===== src/hw/bus_clock_pkg.sv =====
// Constants for the two-wire bus clock selection and pin setup block
package bus_clock_pkg;

  // ---------------------------------------------------------------
  // Register addresses in the CPU register space
  // ---------------------------------------------------------------
  localparam logic [15:0] ADDR_PORT_SIX_DATA = 16'hff06;
  localparam logic [15:0] ADDR_PORT_SIX_DIR  = 16'hff26;
  localparam logic [15:0] ADDR_CLK_SELECT    = 16'hffa8;
  localparam logic [15:0] ADDR_CLK_EXPANSION = 16'hffa9;

  // ---------------------------------------------------------------
  // Reset values and the unmapped read value
  // ---------------------------------------------------------------
  localparam logic [7:0] RST_PORT_SIX_DATA = 8'h00;
  localparam logic [7:0] RST_PORT_SIX_DIR  = 8'hff;
  localparam logic [7:0] RST_CLK_SELECT    = 8'h00;
  localparam logic [7:0] RST_CLK_EXPANSION = 8'h00;
  localparam logic [7:0] READ_UNMAPPED     = 8'h00;

  // ---------------------------------------------------------------
  // Field positions
  // ---------------------------------------------------------------
  localparam int CLK_LINE_FLAG_BIT  = 5;
  localparam int DATA_LINE_FLAG_BIT = 4;
  localparam int SPEED_MODE_BIT     = 3;
  localparam int FILTER_EN_BIT      = 2;
  localparam int SEL_HIGH_BIT       = 1;
  localparam int SEL_LOW_BIT        = 0;
  localparam int EXPANSION_BIT      = 0;
  localparam int CLK_PIN            = 0;
  localparam int DATA_PIN           = 1;
  localparam int THIRD_PIN          = 2;
  localparam logic [4:0] DIR_UNUSED_ONES = 5'h1f;

  // ---------------------------------------------------------------
  // Prescaler terminal counts and transfer divisors
  // ---------------------------------------------------------------
  localparam logic [1:0] PRE_DIV2_LAST = 2'h1;
  localparam logic [1:0] PRE_DIV4_LAST = 2'h3;
  localparam logic [6:0] M_NORMAL_FAST = 7'd44;
  localparam logic [6:0] M_NORMAL_SLOW = 7'd86;
  localparam logic [6:0] M_HIGH_SPEED  = 7'd24;
  localparam logic [6:0] M_HIGH_EXPAND = 7'd12;

  // Noise filter: cycles a new level must hold before it is taken
  localparam int FILTER_LEN = 3;

endpackage


===== src/hw/bus_clock_setup.sv =====
// Transfer clock selection, line monitor, noise filter and pin setup
module bus_clock_setup #(
  parameter int FILT_LEN = bus_clock_pkg::FILTER_LEN
) (
  // Clock, reset, enable
  input  wire logic        mclk,
  input  wire logic        rst,
  input  wire logic        ce,
  // CPU register access
  input  wire logic [15:0] cpu_addr,
  input  wire logic        cpu_wr,
  input  wire logic        cpu_rd,
  input  wire logic [7:0]  cpu_wdata,
  output logic      [7:0]  cpu_rdata,
  // From the main control register
  input  wire logic        interface_enable,
  // From the serial engine: pull the line low
  input  wire logic        clock_function_low,
  input  wire logic        data_function_low,
  // To the serial engine
  output logic             selection_tick,
  output logic             transfer_clock,
  output logic             clock_level,
  output logic             data_level,
  // Open-drain pins
  input  wire logic        serial_clock_line_in,
  output logic             serial_clock_line_out,
  output logic             serial_clock_line_oe,
  input  wire logic        serial_data_line_in,
  output logic             serial_data_line_out,
  output logic             serial_data_line_oe
);

  // ---------------------------------------------------------------
  // State
  // ---------------------------------------------------------------
  typedef struct packed {
    logic [1:0]      s1;
    logic [1:0]      s2;
    logic [1:0]      flt;
    logic [1:0][2:0] fcnt;
    logic            cld;
    logic            dad;
    logic [3:0]      sel;
    logic            clx;
    logic [2:0]      dir;
    logic [1:0]      latch;
    logic [7:0]      rdata;
    logic [1:0]      pre;
    logic            tick;
    logic [6:0]      tcnt;
    logic            tclk;
    logic [1:0]      oe;
    logic [1:0]      lout;
  } state_t;

  state_t st_r;
  state_t st_nxt;

  logic [1:0] pin_in;
  logic [1:0] fn_low;
  logic [6:0] cur_m;
  logic [1:0] pre_last;
  logic       filt_on;
  logic       hs;

  assign pin_in = {serial_data_line_in, serial_clock_line_in};
  assign fn_low = {data_function_low, clock_function_low};
  assign hs     = st_r.sel[bus_clock_pkg::SPEED_MODE_BIT];
  // Filter only acts in high-speed mode
  assign filt_on = hs && st_r.sel[bus_clock_pkg::FILTER_EN_BIT];

  // ---------------------------------------------------------------
  // Divisor selection
  // ---------------------------------------------------------------
  // Prescaler: high select bit picks /4, else /2
  always_comb begin
    if (st_r.sel[bus_clock_pkg::SEL_HIGH_BIT]) begin
      pre_last = bus_clock_pkg::PRE_DIV4_LAST;
    end else begin
      pre_last = bus_clock_pkg::PRE_DIV2_LAST;
    end
  end

  // Divisor m; the filter bit plays no part
  always_comb begin
    if (hs && st_r.clx) begin
      cur_m = bus_clock_pkg::M_HIGH_EXPAND;
    end else if (hs) begin
      cur_m = bus_clock_pkg::M_HIGH_SPEED;
    end else if (st_r.sel[1:0] == 2'h0) begin
      cur_m = bus_clock_pkg::M_NORMAL_FAST;
    end else begin
      cur_m = bus_clock_pkg::M_NORMAL_SLOW;
    end
  end

  // ---------------------------------------------------------------
  // Next state
  // ---------------------------------------------------------------
  always_comb begin
    st_nxt = st_r;

    // Two-flop synchronisers on the pins
    st_nxt.s1 = pin_in;
    st_nxt.s2 = st_r.s1;

    // Noise filter per line
    for (int i = 0; i < 2; i++) begin
      if (!filt_on || st_r.s2[i] == st_r.flt[i]) begin
        st_nxt.fcnt[i] = 3'h0;
        st_nxt.flt[i]  = st_r.s2[i];
      end else if (st_r.fcnt[i] >= 3'(FILT_LEN - 1)) begin
        st_nxt.fcnt[i] = 3'h0;
        st_nxt.flt[i]  = st_r.s2[i];
      end else begin
        st_nxt.fcnt[i] = st_r.fcnt[i] + 3'h1;
      end
    end

    // Line-level flags, cleared while disabled
    st_nxt.cld = interface_enable && st_r.s2[bus_clock_pkg::CLK_PIN];
    st_nxt.dad = interface_enable && st_r.s2[bus_clock_pkg::DATA_PIN];

    // Prescaler and transfer clock, held idle while disabled
    st_nxt.tick = 1'b0;
    if (!interface_enable) begin
      st_nxt.pre  = 2'h0;
      st_nxt.tcnt = 7'h0;
      st_nxt.tclk = 1'b0;
    end else if (st_r.pre >= pre_last) begin
      st_nxt.pre  = 2'h0;
      st_nxt.tick = 1'b1;
      // Half period is m/2 selection-clock cycles
      if (st_r.tcnt >= cur_m[6:1] - 7'h1) begin
        st_nxt.tcnt = 7'h0;
        st_nxt.tclk = !st_r.tclk;
      end else begin
        st_nxt.tcnt = st_r.tcnt + 7'h1;
      end
    end else begin
      st_nxt.pre = st_r.pre + 2'h1;
    end

    // Pin drivers: open drain, only ever pull low
    for (int i = 0; i < 2; i++) begin
      st_nxt.lout[i] = 1'b0;
      if (st_r.dir[i]) begin
        st_nxt.oe[i] = 1'b0;
      end else if (!interface_enable) begin
        st_nxt.oe[i] = 1'b1;
      end else if (st_r.latch[i]) begin
        st_nxt.oe[i] = 1'b0;
      end else begin
        st_nxt.oe[i] = fn_low[i];
      end
    end

    // Register writes
    if (cpu_wr) begin
      if (cpu_addr == bus_clock_pkg::ADDR_PORT_SIX_DATA) begin
        st_nxt.latch = cpu_wdata[1:0];
      end else if (cpu_addr == bus_clock_pkg::ADDR_PORT_SIX_DIR) begin
        st_nxt.dir = cpu_wdata[2:0];
      end else if (cpu_addr == bus_clock_pkg::ADDR_CLK_SELECT) begin
        st_nxt.sel = cpu_wdata[3:0];
      end else if (cpu_addr == bus_clock_pkg::ADDR_CLK_EXPANSION) begin
        st_nxt.clx = cpu_wdata[bus_clock_pkg::EXPANSION_BIT];
      end
    end

    // Register reads
    if (cpu_rd) begin
      if (cpu_addr == bus_clock_pkg::ADDR_PORT_SIX_DATA) begin
        st_nxt.rdata = 8'h00;
        for (int i = 0; i < 2; i++) begin
          st_nxt.rdata[i] = st_r.dir[i] ? st_r.s2[i] : st_r.latch[i];
        end
      end else if (cpu_addr == bus_clock_pkg::ADDR_PORT_SIX_DIR) begin
        st_nxt.rdata = {bus_clock_pkg::DIR_UNUSED_ONES, st_r.dir};
      end else if (cpu_addr == bus_clock_pkg::ADDR_CLK_SELECT) begin
        st_nxt.rdata = {2'h0, st_r.cld, st_r.dad, st_r.sel};
      end else if (cpu_addr == bus_clock_pkg::ADDR_CLK_EXPANSION) begin
        st_nxt.rdata = {7'h00, st_r.clx};
      end else begin
        st_nxt.rdata = bus_clock_pkg::READ_UNMAPPED;
      end
    end
  end

  // ---------------------------------------------------------------
  // State register
  // ---------------------------------------------------------------
  always_ff @(posedge mclk) begin
    if (rst) begin
      st_r       <= '0;
      st_r.sel   <= bus_clock_pkg::RST_CLK_SELECT[3:0];
      st_r.clx   <= bus_clock_pkg::RST_CLK_EXPANSION[0];
      st_r.dir   <= bus_clock_pkg::RST_PORT_SIX_DIR[2:0];
      st_r.latch <= bus_clock_pkg::RST_PORT_SIX_DATA[1:0];
      st_r.s1    <= 2'h3;
      st_r.s2    <= 2'h3;
      st_r.flt   <= 2'h3;
    end else if (ce) begin
      st_r <= st_nxt;
    end
  end

  // ---------------------------------------------------------------
  // Outputs
  // ---------------------------------------------------------------
  assign cpu_rdata             = st_r.rdata;
  assign selection_tick        = st_r.tick;
  assign transfer_clock        = st_r.tclk;
  assign clock_level           = st_r.flt[bus_clock_pkg::CLK_PIN];
  assign data_level            = st_r.flt[bus_clock_pkg::DATA_PIN];
  assign serial_clock_line_out = st_r.lout[bus_clock_pkg::CLK_PIN];
  assign serial_clock_line_oe  = st_r.oe[bus_clock_pkg::CLK_PIN];
  assign serial_data_line_out  = st_r.lout[bus_clock_pkg::DATA_PIN];
  assign serial_data_line_oe   = st_r.oe[bus_clock_pkg::DATA_PIN];

  // ---------------------------------------------------------------
  // Assertions
  // ---------------------------------------------------------------
  a_clock_flag_off: assert property (@(posedge mclk) disable iff (rst)
    (ce && !interface_enable) |=> !st_r.cld)
    else $error("clock flag set while disabled");

  a_data_flag_on: assert property (@(posedge mclk) disable iff (rst)
    (ce && interface_enable && st_r.s2[1]) |=> st_r.dad)
    else $error("data flag missed high line");

  a_flag_readback: assert property (@(posedge mclk) disable iff (rst)
    (ce && cpu_rd && cpu_addr == bus_clock_pkg::ADDR_CLK_SELECT)
      |=> cpu_rdata[5:4] == {$past(st_r.cld), $past(st_r.dad)} && cpu_rdata[7:6] == 2'h0)
    else $error("selection read lost line flags");

  a_disabled_low: assert property (@(posedge mclk) disable iff (rst)
    (ce && !interface_enable && !st_r.dir[0] && !st_r.dir[1])
      |=> serial_clock_line_oe && serial_data_line_oe && !serial_clock_line_out)
    else $error("pins not driven low while disabled");

  a_input_released: assert property (@(posedge mclk) disable iff (rst)
    (ce && st_r.dir[0]) |=> !serial_clock_line_oe)
    else $error("input mode pin still driven");

  a_latch_one: assert property (@(posedge mclk) disable iff (rst)
    (ce && interface_enable && !st_r.dir[1] && st_r.latch[1] && data_function_low)
      |=> !serial_data_line_oe)
    else $error("latch one did not release data line");

  a_port_read: assert property (@(posedge mclk) disable iff (rst)
    (ce && cpu_rd && cpu_addr == bus_clock_pkg::ADDR_PORT_SIX_DATA && st_r.dir[1])
      |=> cpu_rdata[1] == $past(st_r.s2[1]))
    else $error("port read did not return pin level");

  a_normal_div: assert property (@(posedge mclk) disable iff (rst)
    (!hs && st_r.sel[1:0] == 2'h1) |-> cur_m == 7'd86 && pre_last == 2'h1)
    else $error("normal mode divisor wrong");

  a_fast_div: assert property (@(posedge mclk) disable iff (rst)
    (hs && st_r.clx && st_r.sel[1:0] == 2'h2) |-> cur_m == 7'd12 && pre_last == 2'h3)
    else $error("expanded high-speed divisor wrong");

  a_tick_spacing: assert property (@(posedge mclk) disable iff (rst)
    (ce && interface_enable && st_r.tick && !st_r.sel[1]) |=> !st_r.tick)
    else $error("selection ticks too close");

  a_clock_flag_on: assert property (@(posedge mclk) disable iff (rst)
    (ce && interface_enable) |=> st_r.cld == $past(st_r.s2[bus_clock_pkg::CLK_PIN]))
    else $error("clock flag missed line level");

  a_data_flag_off: assert property (@(posedge mclk) disable iff (rst)
    (ce && !interface_enable) |=> !st_r.dad)
    else $error("data flag set while disabled");

  a_select_write: assert property (@(posedge mclk) disable iff (rst)
    (ce && cpu_wr && cpu_addr == bus_clock_pkg::ADDR_CLK_SELECT)
      |=> st_r.sel == $past(cpu_wdata[3:0]))
    else $error("selection write not stored as mode bits");

  a_speed_normal: assert property (@(posedge mclk) disable iff (rst)
    !hs |-> (cur_m == bus_clock_pkg::M_NORMAL_FAST
      || cur_m == bus_clock_pkg::M_NORMAL_SLOW))
    else $error("standard mode picked a high-speed divisor");

  a_high_div: assert property (@(posedge mclk) disable iff (rst)
    (hs && !st_r.clx && !st_r.sel[1]) |-> cur_m == 7'h18 && pre_last == 2'h1)
    else $error("high-speed divisor wrong");

  a_filter_passes: assert property (@(posedge mclk) disable iff (rst)
    (ce && !filt_on) |=> st_r.flt == $past(st_r.s2))
    else $error("filter acted while switched off");

  a_filter_holds: assert property (@(posedge mclk) disable iff (rst)
    (ce && filt_on && FILT_LEN > 1 && st_r.fcnt[1] == 3'h0
      && st_r.s2[1] != st_r.flt[1]) |=> st_r.flt[1] == $past(st_r.flt[1]))
    else $error("filter passed a one-cycle spike");

  a_tcnt_bound: assert property (@(posedge mclk) disable iff (rst)
    st_r.tcnt < {1'b0, cur_m[6:1]})
    else $error("half-period count overran");

  a_data_pin_low: assert property (@(posedge mclk) disable iff (rst)
    (ce && !interface_enable && !st_r.dir[1]) |=> serial_data_line_oe)
    else $error("data pin not driven low while disabled");

  a_func_pass: assert property (@(posedge mclk) disable iff (rst)
    (ce && interface_enable && !st_r.dir[0] && !st_r.latch[0])
      |=> serial_clock_line_oe == $past(clock_function_low))
    else $error("latch zero did not pass clock function");

  a_clock_latch_one: assert property (@(posedge mclk) disable iff (rst)
    (ce && interface_enable && !st_r.dir[0] && st_r.latch[0] && clock_function_low)
      |=> !serial_clock_line_oe)
    else $error("latch one did not release clock line");

  a_open_drain: assert property (@(posedge mclk) disable iff (rst)
    ce |=> !serial_clock_line_out && !serial_data_line_out)
    else $error("pin driven high");

  a_reset_select: assert property (@(posedge mclk) disable iff (rst)
    $past(rst) |-> st_r.sel == bus_clock_pkg::RST_CLK_SELECT[3:0] && !st_r.cld && !st_r.dad)
    else $error("selection not clear after reset");

endmodule


===== config.mk =====
export PLATFORM = sky130hd
export DESIGN_NAME = bus_clock_setup
export DESIGN_NICKNAME = d
export VERILOG_FILES = /design/src/hw/bus_clock_pkg.sv /design/src/hw/bus_clock_setup.sv
export SDC_FILE = /design/constraint.sdc
export NUM_CORES = 1
export LEC_CHECK = 0
export BUFFER_PORTS_ARGS = -buffer_cell sky130_fd_sc_hd__buf_2
export CAP_MARGIN = 20
export CORE_ASPECT_RATIO = 2
export CORE_MARGIN = 3
export CORE_UTILIZATION = 49
export CTS_CLUSTER_DIAMETER = 50
export CTS_CLUSTER_SIZE = 12
export DETAILED_ROUTE_END_ITERATION = 16
export PLACE_DENSITY = 0.76
export SYNTH_ARGS = -nofsm -noshare
export SYNTH_HDL_FRONTEND = slang
export SYNTH_SLANG_ARGS = --single-unit

===== constraint.sdc =====
create_clock -name mclk -period 6.1 [get_ports mclk]
set_clock_uncertainty 0.15 [all_clocks]
set_input_delay 0.305 -clock mclk [delete_from_list [all_inputs] [get_ports mclk]]
set_output_delay 0.305 -clock mclk [all_outputs]
set_load 0.01 [all_outputs]

==> results.json <==
{
  "ios": 50,
  "reg2regPathDepth": 8,
  "finalHoldViolCount": 0,
  "synth-seq-area-share": 0.385,
  "grt_pass1_vias": 1741,
  "first_pass_iters": 4,
  "crit_buf_inv": 0,
  "whs_ns": 0.0702,
  "die_y_um": 103,
  "cap_violations": 0,
  "place_congestion": 0.815,
  "vias": 1906,
  "ys_warn_count": 0,
  "cts_hold_buf": 0,
  "crit_cells": 8,
  "die_w_um": 54.3,
  "yosys.area_share.simple": 0.241,
  "synthFlopType": "dfxtp_1",
  "endpoint": "st_r[5]$_SDFFE_PP0P_",
  "synth_area_per_cell_um2": 8.51,
  "p_leak_nw": 1.09,
  "async_reset_ff_frac": 0,
  "fill_cells": 429,
  "yosys-top-cells-count": "dfxtp_1, nor2_1, nand2_1, ha_1, inv_1",
  "ir_drop_uv": 134,
  "crit_arrival_ns": 2.79,
  "rr_startpoint": "st_r[29]$_SDFFE_PP0P_",
  "grt_max_degree": 42,
  "root_buffer": "clkbuf_8",
  "cts_sinks": 44,
  "max_stage_delay_ns": 0.58,
  "period_minus_slack_ns": 2.73,
  "crit_fanout": 5,
  "yosys.area_share.adder": 0.0710,
  "relSlewSlack": 0.522,
  "ctsResizeCount": 0,
  "drc_errors": 0,
  "start_util": 0.518,
  "synth_edf_count": 0,
  "synth_most_common_cell": "dfxtp_1",
  "vias_per_cell": 5.40,
  "reg2reg_to": "st_r[5]$_SDFFE_PP0P_",
  "globalRouteTotalUtil": 0.179,
  "syn_area_um2": 2290,
  "start_kind": "flip-flop",
  "critPathMostFrequentCell": "o21ai_0",
  "synth_top_family_by_area": "simple AND/OR/NAND/NOR gates",
  "synth.mux.area_fraction": 0.0525,
  "post_cts_buffers": 0,
  "worst-setup-path-type": "flip-flop to flip-flop",
  "hold_path.class": "input pin to flip-flop",
  "ys_types": 40,
  "status": "completed",
  "placedInstanceArea_um2": 2450,
  "path_clk_slew_ns": 0.08,
  "path_cells": "o21ai_0, o21ai_0, ha_1, a21oi_1, o21ai_0, a211oi_1, a21boi_0, nor3_1",
  "n_antenna_cell": 0,
  "finalMaxSlewViolations": 0,
  "crit_slowest_cell": "a211oi_1",
  "wirelength_um": 4470,
  "ctsLongestPathBuffers": 2,
  "final_cell_area_um2": 2530,
  "p_per_area_nw_per_um2": 208,
  "grt_pass1_wl_um": 7510,
  "rrSetupSlack_ns": 3.37,
  "syn_inst": 269,
  "cts_tree": "done",
  "h-tree-depth": 2,
  "synth.top_cells.by_area": "dfxtp_1, ha_1, mux2i_1",
  "coreArea_um2": 4420,
  "dieArea_um2": 5580,
  "insertion_delay_ns": 0.29,
  "fmaxAchievable_mhz": 366,
  "synth-compound-area-share": 0.130,
  "ys_seq_elements": 44,
  "period_share": 0.447,
  "grt_setup_unrepaired": "no",
  "antenna_found_initial": 0,
  "fp-row-count": 34,
  "setup_violations": 0,
  "yosys.area.top_type": "dfxtp_1",
  "port_buffers": 43,
  "tritoncts.num_buffers": 5,
  "dp_hpwl_um": 3360,
  "wl_per_cell_um": 12.7,
  "endpoint_kind": "flip-flop",
  "critPathRequiredTime_ns": 6.16,
  "drtAntennaViolNets": 0,
  "grt-ovfl-total": 0,
  "critPathTopFamily": "compound AO/OA/AOI/OAI gates",
  "nets": 346,
  "synth_top_area_frac": 0.385,
  "instances_no_fill": 353,
  "drive_gt1_frac": 0.171,
  "drt_iter0_drc": 29,
  "fin_tns_setup_ns": 0,
  "area_growth_syn_to_layout_pct": 10.5,
  "worstMarginPinSlew_ns": 0.717,
  "dp.cells": 346,
  "startpoint": "st_r[29]$_SDFFE_PP0P_",
  "synth_xor_area_frac": 0.0421
}
worst min-delay path by stage:
stage                            startpoint                      end  depth (start not counted)  slack, ns
global route            serial_data_line_in  st_nxt[44]$_SDFFE_PP1P_                          2       0.07
CTS                    serial_clock_line_in  st_nxt[43]$_SDFFE_PP1P_                          2       0.06
detailed placement  st_nxt[44]$_SDFFE_PP1P_    st_r[44]$_SDFFE_PP1P_                          1       0.29
finish                 serial_clock_line_in  st_nxt[43]$_SDFFE_PP1P_                          2       0.07
global placement    st_nxt[43]$_SDFFE_PP1P_    st_r[43]$_SDFFE_PP1P_                          1       0.29
floorplan              serial_clock_line_in  st_nxt[43]$_SDFFE_PP1P_                          1       0.28
worst reg2reg max path, delay by kind of cell, from the launching register on:
kind                     cells  cell delay, ns
adder cells (fa/ha/maj)      1            0.32
flip-flops                   1            0.35
AND/OR/NAND/NOR              1            0.25
AO/OA/AOI/OAI                6            1.58
state kept, by name, summed over array words and instances, names as in the netlist:
name                  cells
cpu_rdata                 7
st_nxt                    2
serial_data_line_oe       1
selection_tick            1
transfer_clock            1
hs                        1
serial_clock_line_oe      1
clock_level               1
st_r                     28
data_level                1
stage by stage:
step / utilization / total power, mW / setup WS (ns)
final: 0.572 / 0.527 / 3.37
after global routing: 0.572 / 0.550 / 2.98
after CTS: 0.572 / 0.534 / 3.37
after detailed placement: 0.554 / 0.363 / 3.40
after global placement: 0.554 / 0.362 / 3.49
after floorplan: - / 0.346 / 3.87
layout by cell type, fill, tap and decap left out, types with 3 or more instances in the layout:
| cell type | instances |
|---|---|
| nand2_1 | 21 |
| dfxtp_1 | 44 |
| o21ai_0 | 11 |
| inv_1 | 13 |
| nand3_1 | 11 |
| a211oi_1 | 7 |
| clkbuf_8 | 5 |
| nor2b_1 | 7 |
| buf_2 | 43 |
| conb_1 | 3 |
| nor3_1 | 12 |
| nor2_1 | 26 |
| ha_1 | 13 |
| mux2i_1 | 12 |
| a21oi_1 | 11 |
| nor4_1 | 4 |
| and3_1 | 3 |
| nand2b_1 | 11 |
| xor2_1 | 7 |
| nand4_1 | 3 |
| xnor2_1 | 4 |
| a211o_1 | 7 |
cells by family after synthesis:
kind of cell / count (synthesis)
AND/OR/NAND/NOR: 108
multiplexers: 12
AO/OA/AOI/OAI: 45
XOR/XNOR: 11
other: 2
flip-flops: 44
buffers and inverters: 34
adder cells (fa/ha/maj): 13
where the power goes:
group          internal [mW]  total [mW]  switching (mW)  leakage [nW]
logic                 0.0244      0.0550          0.0307         0.687
registers              0.295       0.301         0.00639         0.358
clock network         0.0779       0.171          0.0927        0.0410
layout make-up:
type,instances,area (um2),area share
Clock buffer,6,72.6,0.0287
Clock inverter,1,5.00,0.00198
Inverter,13,48.8,0.0193
Multi-Input combinational cell,192,1240,0.490
Sequential cell,44,881,0.348
Tap cell,54,67.6,0.0267
Timing Repair Buffer,43,215,0.0851
routing by layer:
layer,track usage,up-vias,wire length [um]
met5,0,-,0
met4,0.0979,0,118
met3,0.0333,10,163
met2,0.306,39,2350
met1,0.201,879,1840
li1,-,978,-
Power figures use the tool's default switching activity.
